<file path="src/rtl/adc_cfg_pkg.sv">
// constants and carrier types for the remote adc configuration and port lock bank
// assumes one 100 MHz clock and a host front end that delivers decoded register accesses
package adc_cfg_pkg;

	localparam int          ADDR_W              = 16;
	localparam int          DATA_W              = 8;
	localparam logic [15:0] CHANNEL_CONFIG_ADDR = 16'hE708;
	localparam logic [15:0] PORT_LOCK_ADDR      = 16'hE7FE;

	localparam int          SELECT_LSB          = 0;
	localparam int          SELECT_W            = 4;
	localparam int          CLOCK_DISABLE_BIT   = 6;
	localparam int          SOFT_RESET_BIT      = 7;
	localparam int          PORT_LOCK_BIT       = 0;

	localparam logic [7:0]  CHANNEL_CONFIG_RST  = 8'h0F;
	localparam logic [7:0]  CHANNEL_CONFIG_MASK = 8'hCF;
	localparam logic [7:0]  PORT_LOCK_RST       = 8'h00;

	localparam int          PORT_SWITCH_TOGGLES = 3;
	localparam int          CLK_HALF_PERIOD     = 2;

	typedef struct packed {
		logic                  wr_en;
		logic                  rd_en;
		logic [ADDR_W-1:0]     addr;
		logic [DATA_W-1:0]     wdata;
	} reg_req_t;

	typedef struct packed {
		logic [DATA_W-1:0] channel_config;
		logic              port_locked;
		logic              spi_active;
		logic [1:0]        toggle_count;
		logic [1:0]        pin_sync;
		logic              pin_prev;
		logic              soft_reset_pulse;
		logic [DATA_W-1:0] rdata;
	} bank_state_t;

endpackage : adc_cfg_pkg

</file>
<file path="src/rtl/remote_clock_gen.sv">
// clock output toward the remote adcs, divided from the system clock
// assumes the disable level comes from logic on the same clock
`timescale 1ns/1ps
`default_nettype none

module remote_clock_gen #(
	parameter int HALF_PERIOD = adc_cfg_pkg::CLK_HALF_PERIOD
) (
	// system
	input  wire logic clk,
	input  wire logic reset,
	// control
	input  wire logic disable_clock,
	// pin
	output logic      remote_clock_output_pin
);

	typedef struct packed {
		logic [7:0] count;
		logic       level;
	} div_state_t;

	div_state_t state_q;
	div_state_t state_d;

	always_comb begin
		state_d = state_q;
		if (disable_clock) begin
			state_d.count = 8'h00;
			state_d.level = 1'b1;
		end else if (state_q.count == 8'(HALF_PERIOD - 1)) begin
			state_d.count = 8'h00;
			state_d.level = ~state_q.level;
		end else begin
			state_d.count = state_q.count + 8'h01;
		end
	end

	always_ff @(posedge clk) begin
		if (reset) begin
			state_q <= '{count: 8'h00, level: 1'b0};
		end else begin
			state_q <= state_d;
		end
	end

	assign remote_clock_output_pin = state_q.level;

endmodule : remote_clock_gen

`default_nettype wire

</file>
<file path="src/rtl/adc_config_bank.sv">
// remote adc channel configuration register and host serial port lock register
// assumes the serial front end hands decoded byte accesses on clk; select pin is asynchronous
`timescale 1ns/1ps
`default_nettype none

// Contract
// bits 0..3 select second voltage input per phase; reset value 1.
// a cleared select routes that phase's temperature sensor to the second channel.
// host clears select even on variants without a second input.
// bit 6 set stops the remote clock output and holds it high.
// writing 1 to bit 7 starts a soft reset of all remote adcs.
// reserved bits reset to 0, read 0, and control nothing.
// unlocked, three toggles of the select pin switch from i2c to spi.
// a host on i2c writes 1 to the lock bit.
// once i2c is locked, select pin toggles are ignored.
// on spi, any write to the lock register locks spi in.
// soft reset of the chipset keeps the port lock and choice.
// hardware reset unlocks and makes i2c active.
module adc_config_bank (
	// system
	input  wire logic                        clk,
	input  wire logic                        reset,
	input  wire logic                        chipset_soft_reset,
	// register access from the serial front end
	input  wire adc_cfg_pkg::reg_req_t       req,
	output logic [adc_cfg_pkg::DATA_W-1:0]   rdata,
	output logic                             rvalid,
	// host port pins
	input  wire logic                        select_or_stream_active_pin,
	output logic                             spi_port_active,
	output logic                             port_locked,
	// remote adc controls
	output logic                             phase_a_second_input_select,
	output logic                             phase_b_second_input_select,
	output logic                             phase_c_second_input_select,
	output logic                             neutral_second_input_select,
	output logic [3:0]                       temperature_route,
	output logic                             remote_adc_soft_reset,
	output logic                             remote_clock_output_pin
);

	adc_cfg_pkg::bank_state_t state_q;
	adc_cfg_pkg::bank_state_t state_d;
	logic                     rvalid_q;

	function automatic logic hit(input adc_cfg_pkg::reg_req_t r, input logic [15:0] a);
		hit = (r.addr == a);
	endfunction : hit

	logic cfg_write;
	logic lock_write;
	logic pin_edge;

	assign cfg_write  = req.wr_en && hit(req, adc_cfg_pkg::CHANNEL_CONFIG_ADDR);
	assign lock_write = req.wr_en && hit(req, adc_cfg_pkg::PORT_LOCK_ADDR);
	// second flop against the history flop only
	assign pin_edge   = state_q.pin_sync[1] ^ state_q.pin_prev;

	always_comb begin
		state_d = state_q;
		state_d.pin_sync = {state_q.pin_sync[0], select_or_stream_active_pin};
		state_d.pin_prev = state_q.pin_sync[1];
		state_d.soft_reset_pulse = 1'b0;
		// reserved bits never hold a value
		state_d.channel_config = state_q.channel_config & adc_cfg_pkg::CHANNEL_CONFIG_MASK;

		if (chipset_soft_reset) begin
			// lock and port choice survive
			state_d.channel_config = adc_cfg_pkg::CHANNEL_CONFIG_RST;
		end else if (cfg_write) begin
			state_d.channel_config = req.wdata & adc_cfg_pkg::CHANNEL_CONFIG_MASK;
			state_d.channel_config[adc_cfg_pkg::SOFT_RESET_BIT] = 1'b0;
			state_d.soft_reset_pulse = req.wdata[adc_cfg_pkg::SOFT_RESET_BIT];
		end

		if (lock_write) begin
			if (state_q.spi_active) begin
				state_d.port_locked = 1'b1;
			end else if (req.wdata[adc_cfg_pkg::PORT_LOCK_BIT]) begin
				state_d.port_locked = 1'b1;
			end
		end

		// toggles only count while unlocked and still on i2c
		if (!state_q.port_locked && !state_q.spi_active && pin_edge) begin
			if (state_q.toggle_count == 2'(adc_cfg_pkg::PORT_SWITCH_TOGGLES - 1)) begin
				state_d.spi_active   = 1'b1;
				state_d.toggle_count = 2'b00;
			end else begin
				state_d.toggle_count = state_q.toggle_count + 2'b01;
			end
		end

		state_d.rdata = state_q.rdata;
		if (req.rd_en) begin
			case (req.addr)
				adc_cfg_pkg::CHANNEL_CONFIG_ADDR: begin
					state_d.rdata = state_q.channel_config;
				end
				adc_cfg_pkg::PORT_LOCK_ADDR: begin
					state_d.rdata = {7'h00, state_q.port_locked};
				end
				default: begin
					state_d.rdata = 8'h00;
				end
			endcase
		end
	end

	always_ff @(posedge clk) begin
		if (reset) begin
			state_q <= '{
				channel_config:   adc_cfg_pkg::CHANNEL_CONFIG_RST,
				port_locked:      adc_cfg_pkg::PORT_LOCK_RST[0],
				spi_active:       1'b0,
				toggle_count:     2'b00,
				pin_sync:         2'b00,
				pin_prev:         1'b0,
				soft_reset_pulse: 1'b0,
				rdata:            8'h00
			};
			rvalid_q <= 1'b0;
		end else begin
			state_q  <= state_d;
			rvalid_q <= req.rd_en;
		end
	end

	remote_clock_gen #(
		.HALF_PERIOD(adc_cfg_pkg::CLK_HALF_PERIOD)
	) u_clock (
		.clk                    (clk),
		.reset                  (reset),
		.disable_clock          (state_q.channel_config[adc_cfg_pkg::CLOCK_DISABLE_BIT]),
		.remote_clock_output_pin(remote_clock_output_pin)
	);

	assign rdata                       = state_q.rdata;
	assign rvalid                      = rvalid_q;
	assign spi_port_active             = state_q.spi_active;
	assign port_locked                 = state_q.port_locked;
	assign phase_a_second_input_select = state_q.channel_config[adc_cfg_pkg::SELECT_LSB];
	assign phase_b_second_input_select = state_q.channel_config[adc_cfg_pkg::SELECT_LSB + 1];
	assign phase_c_second_input_select = state_q.channel_config[adc_cfg_pkg::SELECT_LSB + 2];
	assign neutral_second_input_select = state_q.channel_config[adc_cfg_pkg::SELECT_LSB + 3];
	// one means temperature sensor on the second channel
	assign temperature_route           = ~state_q.channel_config[adc_cfg_pkg::SELECT_W-1:0];
	assign remote_adc_soft_reset       = state_q.soft_reset_pulse;

endmodule : adc_config_bank

`default_nettype wire

</file>
<file path="config.mk">
export PLATFORM = sky130hd
export DESIGN_NAME = adc_config_bank
export DESIGN_NICKNAME = d
export VERILOG_FILES = /design/src/rtl/adc_cfg_pkg.sv /design/src/rtl/remote_clock_gen.sv /design/src/rtl/adc_config_bank.sv
export SDC_FILE = /design/constraint.sdc
export NUM_CORES = 1
export LEC_CHECK = 0
export ABC_AREA = 0
export ABC_CLOCK_PERIOD_IN_PS = 5000
export BUFFER_PORTS_ARGS = -buffer_cell sky130_fd_sc_hd__buf_4
export CAP_MARGIN = 20
export CORE_MARGIN = 5
export CORE_UTILIZATION = 50
export CTS_CLUSTER_DIAMETER = 40
export DETAILED_ROUTE_END_ITERATION = 10
export PLACE_DENSITY_LB_ADDON = 0.25
export SLEW_MARGIN = 40
export SYNTH_ARGS = -nofsm -noshare
export SYNTH_HDL_FRONTEND = slang
export SYNTH_SLANG_ARGS = --single-unit
</file>
<file path="constraint.sdc">
create_clock -name clk -period 5 [get_ports clk]
set_input_delay 1.5 -clock clk [delete_from_list [all_inputs] [get_ports clk]]
set_output_delay 1.5 -clock clk [all_outputs]
set_load 0.05 [all_outputs]
</file>
==> results.yml <==
pwr:
  switchingPower_mw: 0.107
  clock_power_share_pct: 32.6
  max-vdd-ir-drop_v: 0.000198
  power.density_nw_per_um2: 276
  power_frac_seq_pct: 52.8
  p_comb_share_pct: 14.6
  p_int_mw: 0.341
  sw_frac_of_total_pct: 23.8
  p_leak_nw: 0.707
routing:
  drt_iter0_drc: 25
  drc_errors: 0
  vias: 1060
  dr.pass1.iters: 4
  wl_per_cell_um: 13.7
  finalWirelength_um: 2760
  avgViaCountPerCell: 5.25
  ant_nets: 0
synth:
  asyncSetResetFlopFracSynth_pct: 0
  yosysSeqAreaShare_pct: 44.1
  ys_seq_elements: 28
  syn-cell-area_um2: 1270
  synth_edf_count: 0
  syn_area_per_cell_um2: 9.64
  syn_inst: 132
  synthFlopType: "dfxtp_1"
  yosysWarnings: 0
  synth.distinct_cells: 33
finish:
  final_cells: 202
  antenna_cells: 0
  fillCellCount: 225
  final_cell_mix: "buf_4, dfxtp_1, nor2_1, inv_1"
  area.growth.synth_to_final_pct: 27.6
  drive_gt1_share_pct: 34.3
  nNetsFinal: 205
  layout_commonest_cell: "buf_4"
global_routing:
  grt_pass1_wl_um: 4600
  grt_overflow_total: 0
  antenna_found_initial: 0
  grt_use_total_pct: 16.5
  grt_max_degree: 17
  grt_pass1_vias: 1070
die:
  die_area_um2: 3650
  die_x_um: 60.4
  fp.dieH_um: 60.4
  start_util_pct: 51.8
  fp.coreArea_um2: 2450
  io_pins: 51
  rows: 18
cts:
  numCtsBuffers: 3
  ctsRootBufferMaster: "clkbuf_4"
  cts.sinks: 28
  clockBufferDepth: 2
  cts.repair.resized: 0
  hold_buffers: 0
  insertion_delay_ns: 0.32
  post_cts_buffers: 0
  htree_levels: 1
  clk_pin_slew_ns: 0.14
  cts_tree: "built"
setup_path:
  worstSetupStartpointType: "input pin"
  arrival_ns: 2.95
  slowest_stage: "or4_4"
  crit_chain: "buf_4 > or4_4 > nor4_4 > a22oi_2 > a211oi_2"
  critical_path.max_fanout: 6
  max_stage_delay_ns: 0.55
  cp-end-kind: "register"
  critPathRequiredTime_ns: 5.26
  critical_path_class: "input pin to register"
place:
  post-place-cells: 198
  hpwl_um: 2200
  portBuffers: 45
  gp_congestion: 0.812
sta:
  slew_viol_final: 0
  fmax_ghz: 0.371
  hold_viol_final: 0
  hold-worst-slack_ns: 0.455
  min_period_ns: 2.70
  rsz0062_at_grt: "no"
  period_share_pct: 53.9
  skew_ns: 0.00293
  setup_tns_ns: 0
  setup_violations: 0
run:
  maxCapViolations: 0
outcome:
  status: "finished clean"
min_path:
  hp-class: "register to register"
[synthesized netlist by cell type, types with 4 or more instances]
master    number  area (um2)
dfxtp_1       28         561
nor2_1        14        52.6
inv_1          9        33.8
buf_4          8        60.1
a21oi_1        6        30.0
nand3_1        6        30.0
nand4_1        6        37.5
nor2b_1        5        31.3
o211ai_1       5        37.5
xnor2_1        5        43.8
nand2_1        4        15.0
nand2b_1       4        25.0
[worst max-delay path, delay by kind of cell]
kind	cells	cell delay [ns]
buf+inv	1	0.11
compound gates	2	0.37
simple gates	2	0.96
[layout make-up]
class,instances,area (um2),share of cell area [%]
clock buffer,3,22.5,1.39
multi-input combinational,86,602,37.1
tap,30,37.5,2.31
clock inverter,1,30.0,1.85
inverter,9,33.8,2.08
timing repair buffer,45,338,20.8
sequential,28,561,34.5
[sequential cells by signal, summed over array words and instances, names as in the netlist, 2 cells and up]
| name | flops |
|---|---|
| rdata | 5 |
| state_d | 2 |
| state_q | 4 |
| u_clock.state_q | 8 |
[stage by stage]
step           instance area, um2  worst slack [ns]  util [%]  power [mW]
3_5_place_dp                 1570              1.96      64.0       0.308
5_1_grt                      1620              2.24      66.2       0.470
2_1_floorplan                1280              2.20         -       0.283
6_report                     1620              2.30      66.2       0.448
3_3_place_gp                 1570              2.00      64.0       0.305
4_1_cts                      1620              2.32      66.2       0.455
[power groups by stage]
| stage | combinational [mW] | sequential (mW) | clock, mW |
|---|---|---|---|
| after floorplan | 0.0342 | 0.248 | 0 |
| after global placement | 0.0636 | 0.241 | 0 |
| after detailed placement | 0.0663 | 0.242 | 0 |
| after CTS | 0.0664 | 0.237 | 0.152 |
| after global routing | 0.0725 | 0.238 | 0.159 |
| final | 0.0654 | 0.236 | 0.146 |
[worst paths after layout]
kind | start | endpoint | cells after the start | slack [ns]
max | req[13] | rdata[0] | 5 | 2.30
min | state_d[11] | state_d[9] | 1 | 0.46
max reg2reg | u_clock.state_q[1] | u_clock.state_q[5] | 5 | 3.24
min reg2reg | state_d[11] | state_d[9] | 1 | 0.46
[metal layers]
metal,part of all wire (%),global-route usage (%),vias up
met5,0,0,-
met1,39,18.8,498
met4,1.8,7.43,0
met3,7.4,2.34,6
li1,-,-,527
met2,52,30.2,29
[logic make-up after synthesis]
| kind of cell | after synthesis | share of synthesized area, % |
|---|---|---|
| simple gates | 56 | 28.8 |
| flops | 28 | 44.1 |
| buf+inv | 20 | 9.24 |
| compound gates | 14 | 7.77 |
| xor+xnor | 8 | 5.51 |
| mux | 3 | 2.36 |
| fa+ha+maj | 2 | 1.97 |
| other cells | 1 | 0.295 |
(Power assumes the default switching activity.)
